## config.mk

```make
export PLATFORM = sky130hd
export DESIGN_NAME = dlp_ctrl
export DESIGN_NICKNAME = d
export VERILOG_FILES = /design/src/rtl/dlp_pkg.sv /design/src/rtl/dlp_ctrl.sv
export VERILOG_INCLUDE_DIRS = /design/src /design/src/rtl
export SDC_FILE = /design/constraint.sdc
export NUM_CORES = 1
export LEC_CHECK = 0
export BUFFER_PORTS_ARGS = -buffer_cell sky130_fd_sc_hd__buf_2
export CAP_MARGIN = 20
export CORE_MARGIN = 2
export CORE_UTILIZATION = 55
export DETAILED_ROUTE_END_ITERATION = 10
export GPL_TIMING_DRIVEN = 1
export PLACE_DENSITY_LB_ADDON = 0.25
export SLEW_MARGIN = 20
export SYNTH_ARGS = -nofsm -noshare
export SYNTH_HDL_FRONTEND = slang
export SYNTH_SLANG_ARGS = --single-unit
```

## constraint.sdc

```tcl
create_clock -name pclk -period 2.2 [get_ports pclk]
set_clock_uncertainty 0.1 [all_clocks]
set_input_delay 0.44 -clock pclk [delete_from_list [all_inputs] [get_ports pclk]]
set_output_delay 0.44 -clock pclk [all_outputs]
set_load 0.01 [all_outputs]
```

## src/rtl/dlp_map.svh

```systemverilog
// Register offsets, field positions, reset values and timing figures of the DAC control block
`ifndef DLP_MAP_SVH
`define DLP_MAP_SVH
// Byte addresses of the APB registers
`define DLP_OFF_CODE0 8'h00
`define DLP_OFF_CODE1 8'h04
`define DLP_OFF_PD 8'h08
`define DLP_OFF_CFG 8'h0C
`define DLP_OFF_STAT 8'h10
`define DLP_OFF_CMD 8'h14
`define DLP_OFF_WIPER0 8'h18
`define DLP_OFF_WIPER1 8'h1C
`define DLP_OFF_IRQ_STAT 8'h20
`define DLP_OFF_IRQ_MASK 8'h24
// Field widths and positions
`define DLP_CODE_W 12
`define DLP_CFG_W 5
`define DLP_IRQ_W 4
`define DLP_PD_CH1_LSB 2
`define DLP_STAT_POR_BIT 0
`define DLP_STAT_BUSY_BIT 1
`define DLP_STAT_PTR_LSB 8
`define DLP_CMD_GC_RESET_BIT 0
`define DLP_CMD_GC_WAKE_BIT 1
`define DLP_IRQ_WIPER_BIT 0
`define DLP_IRQ_PD_ENTRY_BIT 1
`define DLP_IRQ_PD_EXIT_BIT 2
`define DLP_IRQ_GC_RESET_BIT 3
// Power-on default values
`define DLP_CODE_RST 12'h7FF
`define DLP_CFG_RST 5'h00
`define DLP_PD_RST 2'h0
`define DLP_IRQ_MASK_RST 4'h0
// Power-on delay before the output stage may drive
`define DLP_POR_DELAY_NS 1000
`define DLP_CLK_PERIOD_NS 25
`endif

```

## src/rtl/dlp_pkg.sv

```systemverilog
// Types shared by the DAC latch and power-down control block
package dlp_pkg;
   // Power-down selector settings, in selector encoding order
   typedef enum logic [1:0] {
      DLP_PD_NORMAL,
      DLP_PD_1K,
      DLP_PD_100K,
      DLP_PD_OPEN
   } dlp_pd_e;
   // APB slave phase
   typedef enum logic [0:0] {
      DLP_BUS_IDLE,
      DLP_BUS_ANSWER
   } dlp_bus_e;
   // Output stage controls of one channel: amp, ladder, 1k, 100k
   typedef logic [3:0] dlp_stage_t;
endpackage : dlp_pkg

```

## src/rtl/dlp_ctrl.sv

```systemverilog
// DAC latch, wiper transfer and power-down control with an APB register slave
//
// How it works
// - Hold pin high freezes wipers, writes accepted
// - Hold pin low: wipers follow code registers
// - Hold pin acts independent of bus transfers
// - Both wipers load together on hold release
// - Selector: normal, 1k, 100k, open
// - Each channel owns its power-down selector
// - Power-down cuts amp and ladder, keeps registers
// - Selector changes by write, general call or power-on only
// - Write and general call commands update selector
// - Write of 00, wake-up, reset exit power-down
// - Register interface stays active in power-down
// - General call reset: codes, selectors, config, pointer to defaults, no delay
// - Power-up loads defaults, then software may overwrite
// - Five config bits, two status, 12-bit codes
// - Power-on flag set, cleared by status read
// - Power-on resets bus state and address pointer
`timescale 1ns/1ps
`include "dlp_map.svh"

module dlp_ctrl
   import dlp_pkg::*;
(
   input wire logic pclk,
   input wire logic presetn,
   input wire logic psel,
   input wire logic penable,
   input wire logic pwrite,
   input wire logic [7:0] paddr,
   input wire logic [31:0] pwdata,
   output logic [31:0] prdata,
   output logic pready,
   output logic pslverr,
   input wire logic update_hold_pin,
   output logic [11:0] wiper0,
   output logic [11:0] wiper1,
   output logic [1:0] amp_en,
   output logic [1:0] ladder_en,
   output logic [1:0] pull_1k_en,
   output logic [1:0] pull_100k_en,
   output logic [4:0] cfg_bits,
   output logic irq
);

   // Power-on delay in cycles, rounded up
   localparam int POR_CYC = (`DLP_POR_DELAY_NS + `DLP_CLK_PERIOD_NS - 1) / `DLP_CLK_PERIOD_NS;
   localparam logic [7:0] POR_CNT_INIT = 8'(POR_CYC);

   // Output stage decode for one selector value
   function automatic dlp_stage_t stage_of(input logic [1:0] sel, input logic busy);
      dlp_stage_t s;
      s = 4'h0;
      case (dlp_pd_e'(sel))
         DLP_PD_NORMAL: s = {~busy, ~busy, 1'b0, 1'b0};
         DLP_PD_1K: s = 4'h2;
         DLP_PD_100K: s = 4'h1;
         DLP_PD_OPEN: s = 4'h0;
         default: s = 4'h0;
      endcase
      return s;
   endfunction : stage_of

   // Bus slave state
   dlp_bus_e bus_r; // Answer phase marker
   logic [31:0] prdata_r; // Registered read data
   logic pslverr_r; // Registered error answer
   logic [7:0] addr_ptr_r; // Last address taken
   // Stored registers
   logic [11:0] code_r [2]; // Volatile code registers
   logic [11:0] wiper_r [2]; // Wiper registers
   logic [1:0] pd_r [2]; // Power-down selectors
   logic [4:0] cfg_r; // Configuration bits
   logic por_flag_r; // Power-on status flag
   logic [7:0] por_cnt_r; // Power-on delay counter
   logic [3:0] irq_stat_r; // Sticky event bits
   logic [3:0] irq_mask_r; // Event enables
   logic irq_r; // Interrupt output
   dlp_stage_t stage_r [2]; // Registered output stage controls
   // Hold pin synchroniser
   logic hold_s1_r;
   logic hold_s2_r;

   // Bus decode
   wire acc_req = psel && penable && (bus_r == DLP_BUS_IDLE);
   wire acc_done = psel && penable && (bus_r == DLP_BUS_ANSWER);
   wire wr_done = acc_done && pwrite;
   wire rd_done = acc_done && !pwrite;
   wire sel_code0 = (paddr == `DLP_OFF_CODE0);
   wire sel_code1 = (paddr == `DLP_OFF_CODE1);
   wire sel_pd = (paddr == `DLP_OFF_PD);
   wire sel_cfg = (paddr == `DLP_OFF_CFG);
   wire sel_stat = (paddr == `DLP_OFF_STAT);
   wire sel_cmd = (paddr == `DLP_OFF_CMD);
   wire sel_wip0 = (paddr == `DLP_OFF_WIPER0);
   wire sel_wip1 = (paddr == `DLP_OFF_WIPER1);
   wire sel_istat = (paddr == `DLP_OFF_IRQ_STAT);
   wire sel_imask = (paddr == `DLP_OFF_IRQ_MASK);
   wire mapped = sel_code0 | sel_code1 | sel_pd | sel_cfg | sel_stat | sel_cmd
      | sel_wip0 | sel_wip1 | sel_istat | sel_imask;

   // General call commands issued through the command register
   wire gc_reset = wr_done && sel_cmd && pwdata[`DLP_CMD_GC_RESET_BIT];
   wire gc_wake = wr_done && sel_cmd && pwdata[`DLP_CMD_GC_WAKE_BIT];
   wire por_busy = (por_cnt_r != 8'h00);
   wire hold_now = hold_s2_r;

   // Read data mux
   wire [31:0] stat_word = {16'h0000, addr_ptr_r, 6'h00, por_busy, por_flag_r};
   wire [31:0] rd_word =
      sel_code0 ? {20'h00000, code_r[0]} :
      sel_code1 ? {20'h00000, code_r[1]} :
      sel_pd ? {28'h0000000, pd_r[1], pd_r[0]} :
      sel_cfg ? {27'h0000000, cfg_r} :
      sel_stat ? stat_word :
      sel_wip0 ? {20'h00000, wiper_r[0]} :
      sel_wip1 ? {20'h00000, wiper_r[1]} :
      sel_istat ? {28'h0000000, irq_stat_r} :
      sel_imask ? {28'h0000000, irq_mask_r} : 32'h00000000;

   // Next values of the code registers; a write lands only when the transfer completes
   wire [11:0] code0_nxt = gc_reset ? `DLP_CODE_RST :
      (wr_done && sel_code0) ? pwdata[11:0] : code_r[0];
   wire [11:0] code1_nxt = gc_reset ? `DLP_CODE_RST :
      (wr_done && sel_code1) ? pwdata[11:0] : code_r[1];
   // Selector sources: register write, wake-up and reset only
   wire pd_wr = wr_done && sel_pd;
   wire [1:0] pd0_nxt = (gc_reset || gc_wake) ? `DLP_PD_RST :
      pd_wr ? pwdata[1:0] : pd_r[0];
   wire [1:0] pd1_nxt = (gc_reset || gc_wake) ? `DLP_PD_RST :
      pd_wr ? pwdata[`DLP_PD_CH1_LSB +: 2] : pd_r[1];
   // Wipers follow codes while the synchronised hold level is low
   wire [11:0] wiper0_nxt = hold_now ? wiper_r[0] : code_r[0];
   wire [11:0] wiper1_nxt = hold_now ? wiper_r[1] : code_r[1];
   // Events for the interrupt status
   wire [3:0] irq_set;
   assign irq_set[`DLP_IRQ_WIPER_BIT] = (wiper0_nxt != wiper_r[0]) || (wiper1_nxt != wiper_r[1]);
   assign irq_set[`DLP_IRQ_PD_ENTRY_BIT] = ((pd_r[0] == `DLP_PD_RST) && (pd0_nxt != `DLP_PD_RST))
      || ((pd_r[1] == `DLP_PD_RST) && (pd1_nxt != `DLP_PD_RST));
   assign irq_set[`DLP_IRQ_PD_EXIT_BIT] = ((pd_r[0] != `DLP_PD_RST) && (pd0_nxt == `DLP_PD_RST))
      || ((pd_r[1] != `DLP_PD_RST) && (pd1_nxt == `DLP_PD_RST));
   assign irq_set[`DLP_IRQ_GC_RESET_BIT] = gc_reset;
   // Set wins over a write-one clear in the same cycle
   wire [3:0] irq_clr = (wr_done && sel_istat) ? pwdata[3:0] : 4'h0;
   wire [3:0] irq_stat_nxt = irq_set | (irq_stat_r & ~irq_clr);
   // New mask acts on the output in the same cycle it is written, with no extra lag
   wire [3:0] irq_mask_nxt = (wr_done && sel_imask) ? pwdata[3:0] : irq_mask_r;

   // Port drives straight from flip-flops
   assign prdata = prdata_r;
   assign pready = (bus_r == DLP_BUS_ANSWER);
   assign pslverr = pslverr_r;
   assign wiper0 = wiper_r[0];
   assign wiper1 = wiper_r[1];
   assign amp_en = {stage_r[1][3], stage_r[0][3]};
   assign ladder_en = {stage_r[1][2], stage_r[0][2]};
   assign pull_1k_en = {stage_r[1][1], stage_r[0][1]};
   assign pull_100k_en = {stage_r[1][0], stage_r[0][0]};
   assign cfg_bits = cfg_r;
   assign irq = irq_r;

   // Two-stage synchroniser for the asynchronous hold pin
   always_ff @(posedge pclk or negedge presetn) begin
      if (!presetn) begin
         hold_s1_r <= 1'b0;
         hold_s2_r <= 1'b0;
      end else begin
         hold_s1_r <= update_hold_pin;
         hold_s2_r <= hold_s1_r;
      end
   end

   // APB slave: one wait state, answer always available even in power-down
   always_ff @(posedge pclk or negedge presetn) begin
      if (!presetn) begin
         bus_r <= DLP_BUS_IDLE;
         prdata_r <= 32'h00000000;
         pslverr_r <= 1'b0;
      end else begin
         case (bus_r)
            DLP_BUS_IDLE: begin
               if (acc_req) begin
                  bus_r <= DLP_BUS_ANSWER;
                  prdata_r <= pwrite ? 32'h00000000 : rd_word;
                  pslverr_r <= !mapped;
               end
            end
            DLP_BUS_ANSWER: begin
               bus_r <= DLP_BUS_IDLE;
               pslverr_r <= 1'b0;
            end
            default: bus_r <= DLP_BUS_IDLE;
         endcase
      end
   end

   // Address pointer keeps the last completed address
   always_ff @(posedge pclk or negedge presetn) begin
      if (!presetn) begin
         addr_ptr_r <= 8'h00;
      end else if (gc_reset) begin
         addr_ptr_r <= 8'h00;
      end else if (acc_done) begin
         addr_ptr_r <= paddr;
      end
   end

   // Code registers, selectors and configuration bits
   always_ff @(posedge pclk or negedge presetn) begin
      if (!presetn) begin
         code_r[0] <= `DLP_CODE_RST;
         code_r[1] <= `DLP_CODE_RST;
         pd_r[0] <= `DLP_PD_RST;
         pd_r[1] <= `DLP_PD_RST;
         cfg_r <= `DLP_CFG_RST;
      end else begin
         code_r[0] <= code0_nxt;
         code_r[1] <= code1_nxt;
         pd_r[0] <= pd0_nxt;
         pd_r[1] <= pd1_nxt;
         if (gc_reset) begin
            cfg_r <= `DLP_CFG_RST;
         end else if (wr_done && sel_cfg) begin
            cfg_r <= pwdata[4:0];
         end
      end
   end

   // Wiper transfer, level driven by the hold pin
   always_ff @(posedge pclk or negedge presetn) begin
      if (!presetn) begin
         wiper_r[0] <= `DLP_CODE_RST;
         wiper_r[1] <= `DLP_CODE_RST;
      end else begin
         wiper_r[0] <= wiper0_nxt;
         wiper_r[1] <= wiper1_nxt;
      end
   end

   // Output stage per channel; power-down leaves codes and config untouched
   always_ff @(posedge pclk or negedge presetn) begin
      if (!presetn) begin
         stage_r[0] <= 4'h0;
         stage_r[1] <= 4'h0;
      end else begin
         stage_r[0] <= stage_of(pd_r[0], por_busy);
         stage_r[1] <= stage_of(pd_r[1], por_busy);
      end
   end

   // Power-on delay timer and status flag; general call reset skips the timer
   always_ff @(posedge pclk or negedge presetn) begin
      if (!presetn) begin
         por_cnt_r <= POR_CNT_INIT;
         por_flag_r <= 1'b1;
      end else begin
         if (por_busy) begin
            por_cnt_r <= por_cnt_r - 8'h01;
         end
         if (rd_done && sel_stat) begin
            por_flag_r <= 1'b0;
         end
      end
   end

   // Interrupt status, mask and level output
   always_ff @(posedge pclk or negedge presetn) begin
      if (!presetn) begin
         irq_stat_r <= 4'h0;
         irq_mask_r <= `DLP_IRQ_MASK_RST;
         irq_r <= 1'b0;
      end else begin
         irq_stat_r <= irq_stat_nxt;
         irq_mask_r <= irq_mask_nxt;
         irq_r <= |(irq_stat_nxt & irq_mask_nxt);
      end
   end
endmodule : dlp_ctrl

```

Word level (Yosys, flattened, before mapping)
Cells that the tools add are included.
{"block": "word_totals", "elab_cells": 127, "reg_bits": 127}
{"block": "op_classes", "n_reduce_logical": 41, "n_eq_ne": 18, "bitwise_logic": 15, "addsub": 1, "mux": 32}
{"cell": "$mux W12", "n": 8}
{"cell": "$mux W16", "n": 6}
{"cell": "$eq A8 B5 Y1 const B", "n": 4}
{"cell": "$pmux W4 S4", "n": 2}
{"cell": "$ne A12 B12 Y1", "n": 2}
{"cell": "$logic_and A1 B1 Y1", "n": 19}
{"cell": "$eq A8 B4 Y1 const B", "n": 2}
{"cell": "$eq A8 B6 Y1 const B", "n": 2}
{"cell": "$mux W4", "n": 4}
{"cell": "$mux W8", "n": 2}
{"cell": "$reduce_bool A2 Y1", "n": 8}
{"cell": "$mux W5", "n": 2}
{"cell": "$or A1 B1 Y1", "n": 9}
{"cell": "$and A4 B4 Y4", "n": 2}
{"cell": "$eq A2 B2 Y1 const B", "n": 4}
{"cell": "$eq A8 B3 Y1 const B", "n": 1}
{"cell": "$logic_not A2 Y1", "n": 4}
{"cell": "$logic_not A8 Y1", "n": 1}
{"cell": "$mux W2", "n": 4}
{"cell": "$reduce_bool A8 Y1", "n": 1}
{"cell": "$sub A8 B1 Y8 const B", "n": 1}
{"cell": "$eq A2 B1 Y1 const B", "n": 2}
{"cell": "$logic_or A1 B1 Y1", "n": 4}
{"cell": "$not A4 Y4", "n": 1}
{"cell": "8 further kinds", "n": 12}

Depth between registers and ports, before layout
{"block": "depth", "word_depth": 13, "mapped_depth": 8, "ltp_nobuf": 7}

Worst setup path after synthesis
Ideal clock, no wire load.
{"block": "synth_timing", "path_kind": "register to register", "start": "register por_cnt_r[0]", "end": "register prdata_r[1], in the netlist prdata[1]", "setup_ns": 0.132, "synth_period_minus_slack_ns": 2.009, "arrival_ns": 1.776, "path_stages_with_launch": 8, "setup_slack_ns": 0.191, "cell_sequence": "dfrtp_1 -> inv_1 -> ha_1 -> or3b_1 -> nor4b_2 -> o21ai_0 -> a31oi_1 -> o211ai_1"}
{"block": "synth_between", "elab_chain_cells": 7}
{"element": "start, declared", "line_no": "dlp_ctrl.sv:76", "source": "logic [7:0] por_cnt_r;"}
{"element": "start signal, assigned", "line_no": "dlp_ctrl.sv:259", "source": "por_cnt_r <= por_cnt_r - 8'h01;"}
{"element": "$reduce_bool A8 Y1", "line_no": "dlp_ctrl.sv:106", "source": "wire por_busy = (por_cnt_r != 8'h00);"}
{"element": "$mux W16", "line_no": "dlp_ctrl.sv:116", "source": "sel_stat ? stat_word :"}
{"element": "$mux W16", "line_no": "dlp_ctrl.sv:115", "source": "sel_cfg ? {27'h0000000, cfg_r} :"}
{"element": "$mux W16", "line_no": "dlp_ctrl.sv:114", "source": "sel_pd ? {28'h0000000, pd_r[1], pd_r[0]} :"}
{"element": "$mux W16", "line_no": "dlp_ctrl.sv:113", "source": "sel_code1 ? {20'h00000, code_r[1]} :"}
{"element": "$mux W16", "line_no": "dlp_ctrl.sv:112", "source": "sel_code0 ? {20'h00000, code_r[0]} :"}
{"element": "$mux W16", "line_no": "dlp_ctrl.sv:185", "source": "prdata_r <= pwrite ? 32'h00000000 : rd_word;"}
{"element": "end signal, assigned", "line_no": "dlp_ctrl.sv:185"}
{"element": "end, declared", "line_no": "dlp_ctrl.sv:67", "source": "logic [31:0] prdata_r;"}
No other way between the ends.
A chain may end at the register's enable or synchronous reset.

Worst setup path in the final report
{"block": "layout_timing", "start": "register wiper_r, in the netlist wiper1[2]", "end": "register irq_r, in the netlist irq"}
{"block": "layout_between", "elab_chain_cells": 6}
{"element": "start, declared", "line_no": "dlp_ctrl.sv:72", "source": "logic [11:0] wiper_r [2];"}
{"element": "$mux W12", "line_no": "dlp_ctrl.sv:135", "source": "wire [11:0] wiper1_nxt = hold_now ? wiper_r[1] : code_r[1];"}
{"element": "$ne A12 B12 Y1 (*)", "line_no": "dlp_ctrl.sv:138", "source": "assign irq_set[`DLP_IRQ_WIPER_BIT] = (wiper0_nxt != wiper_r[0]) || (wiper1_nxt != wiper_r[1]);"}
{"element": "$logic_or A1 B1 Y1 (*)", "line_no": "dlp_ctrl.sv:138"}
{"element": "$or A4 B4 Y4 (*)", "line_no": "dlp_ctrl.sv:146", "source": "wire [3:0] irq_stat_nxt = irq_set | (irq_stat_r & ~irq_clr);"}
{"element": "$and A4 B4 Y4 (*)", "line_no": "dlp_ctrl.sv:276", "source": "irq_r <= |(irq_stat_nxt & irq_mask_nxt);"}
{"element": "$reduce_or A4 Y1 (*)", "line_no": "dlp_ctrl.sv:276"}
{"element": "end signal, assigned", "line_no": "dlp_ctrl.sv:276"}
{"element": "end, declared", "line_no": "dlp_ctrl.sv:79", "source": "logic irq_r;"}
Every way passes the cells marked *; elsewhere a longest branch is shown, timed or not.

==> qor.csv <==
stage,metric,value,unit
global_route,grt_max_degree,110,
layout,fill_cells,797,
yosys,syn_area_per_cell,11.27,sq um
floorplanning,ios,118,
yosys,synth_area_leader_cell,dfrtp_1,
critical_path,worstPathArrival,2120,ps
sta,slew-limit-headroom,61.89,%
yosys,synth-edff-count,0,
cts,clockRootBuffer,clkbuf_8,
critical_path,cp_max_fo,4,
route,antenna_left,0,
cts,cts_tree,done,
yosys,synth_area_leaders,"dfrtp_1 (28%), dfstp_2 (22%), mux2_2 (7.1%), mux2i_1 (5.4%), xor2_1 (3.3%)",
yosys,yosysWarningCount,0,
sta,fin_crit_sh,91.03,%
sta,tightestPinTransition,571.6,ps
sta,drv_slew,0,
sta,finalWorstSetupSlack,197.3,ps
cts,cts_max_level,3,
cts,clk_pin_slew_worst_paths,90,ps
yosys,yosysTopAreaCellShare,28.09,%
route,avgRoutedWirePerCell,18.46,um
layout,drive_gt1_share,38.59,%
route,num_vias,4192,
yosys,synth.yosys.seq_area_share,50.45,%
cts,post_cts_buffers,0,
sta,setup_viol,0,
sta,rsz0062_at_grt,no,
cts,cts_hold_buf,0,
global_route,groute.usage.overall,25.54,%
place,placed_cells,713,
yosys,synth_seq_cells,109,
layout,final_core_util,65.64,%
critical_path,crit_path_end_kind,flop,
global_route,antenna_found_initial,0,
place,dp_hpwl,9642,um
yosys,ys_async_sr_fraction,100.0,%
cts,clock_sinks,109,
sta,hold_slack,17.38,ps
yosys,dominantRegCellSynth,dfrtp_1,
yosys,yosysMostFrequentCell,dfrtp_1,
yosys,synth_common_cells,"dfrtp_1 (62), nand2_1 (48), dfstp_2 (47)",
critical_path,crit_type,reg -> reg,
layout,antenna_cells,0,
critical_path,crit_required,2320,ps
pwr,ir_drop,304.9,uV
sta,fmax,499.3,MHz
outcome,status,"finished, final reports clean",
cts,clk_path_buf_depth,2,
floorplanning,die-area,10860,sq um
route,drtIter0Drc,328,
layout,layoutNonFillerInstCount,729,
pwr,powerDensity,559.5,nW/um^2
floorplanning,start_util,56.50,%
floorplanning,fp.dieH,104.2,um
critical_path,worstSetupStartpointType,flop,
cts,numCtsBuffers,9,
layout,area_delta_synth_final,16.18,%
place,pre_cts_slack,-131.8,ps
worst_hold_path,hold_path.class,in -> async,
floorplanning,core-area,9774,sq um
cts,clk_latency,380,ps
floorplanning,die_x,104.2,um
global_route,first_global_vias,4154,
place,gp_congestion,0.9140,
sta,final_hold_viol_count,0,
critical_path,r2r_setup_slack,200,ps
global_route,grt_overflow,0,
yosys,synth_area,5523,sq um
route,dr.pass1.iters,7,
cts,cts_resized,0,
route,wirelength,13460,um
layout,fin_nets,638,
yosys,synth_cell_types,66,
route,drc,0,
route,via_per_inst,5.750,
place,port_buffers,81,
sta,layout_min_cycle_time,2003,ps
global_route,grt_pass1_wl,21780,um
yosys,synth_cells,490,
pwr,p_leak,0.003419,uW
floorplanning,rows,36,
job,drv_cap,0,
through the flow:
stage                     cell area [sq um]  TNS, ps  power (uW)
after floorplan                        5579        0        2284
after global placement                 6225   -759.0        2410
after detailed placement               6225    -1867        2421
after CTS                              6416        0        3621
after global routing                   6416        0        3743
final                                  6416        0        3590
power breakdown:
| part | internal (uW) | switching, uW | total (uW) |
|---|---|---|---|
| Sequential | 2060 | 29.2 | 2090 |
| Clock | 551 | 655 | 1210 |
| Combinational | 114 | 181 | 295 |
| Total | 2720 | 865 | 3590 |
worst max-delay path, cell delays in order (launching register included):
cell,delay [ps]
dfstp_2,580
xor2_1,130
nor4_1,310
a41oi_1,210
o31ai_1,340
o2111ai_1,180
logic make-up after synthesis:
| kind of cell | Yosys count | share of synthesized area, % |
|---|---|---|
| AO/OA/AOI/OAI | 81 | 10.99 |
| multiplexers | 68 | 13.59 |
| buffers and inverters | 55 | 5.528 |
| other | 1 | 0.06790 |
| XOR/XNOR | 28 | 4.441 |
| flip-flops | 109 | 50.45 |
| AND/OR/NAND/NOR | 147 | 14.70 |
| adder cells (fa/ha/maj) | 1 | 0.2265 |
layer usage:
metal / GRT usage, % / routed length, um
met3: 5.075 / 903
met5: 0 / 0
met2: 39.99 / 6423
met1: 36.01 / 5944
met4: 8.108 / 185
final timing paths:
| kind | from | cells past startpoint | endpoint |
|---|---|---|---|
| min in group pclk | update_hold_pin | 1 | hold_s1_r |
| max reg2reg | wiper1[2] | 5 | irq |
| max | wiper1[2] | 5 | irq |
| min reg2reg | hold_s1_r | 0 | hold_now |
| min | presetn | 2 | por_cnt_r[2] |
| max in group asynchronous | presetn | 2 | wiper1[2] |
sequential cells by signal, summed over array words and instances (netlist names):
| register | cells |
|---|---|
| hold_now | 1 |
| addr_ptr_r | 8 |
| wiper0 | 12 |
| pd_r | 4 |
| pslverr | 1 |
| pull_1k_en | 2 |
| prdata | 16 |
| pready | 1 |
| ladder_en | 2 |
| hold_s1_r | 1 |
| irq_mask_r | 4 |
| por_cnt_r | 8 |
| pull_100k_en | 2 |
| cfg_bits | 5 |
| code_r | 24 |
| irq_stat_r | 4 |
| wiper1 | 12 |
| por_flag_r | 1 |
| irq | 1 |
cell type report:
type	instances	area (sq um)	share of cell area [%]
well taps	133	166.4	2.594
clock inverters	5	50.05	0.7800
inverters	11	41.29	0.6435
repair buffers	119	743.2	11.58
multi-input cells	341	2487	38.77
flip-flops and latches	109	2786	43.43
clock buffers	11	141.4	2.204
layout by cell type, fill, tap and decap left out, types with 7 or more instances in the layout:
cell type	count
a22o_1	12
a22oi_1	8
buf_2	80
buf_4	35
clkbuf_8	10
conb_1	16
dfrtp_1	62
dfstp_2	47
inv_1	11
mux2_2	35
mux2i_1	30
nand2_1	48
nor2_1	33
nor2b_1	8
nor3_1	8
o21ai_0	11
xnor2_1	7
xor2_1	21
No activity file was read; power rests on OpenSTA's default activity.
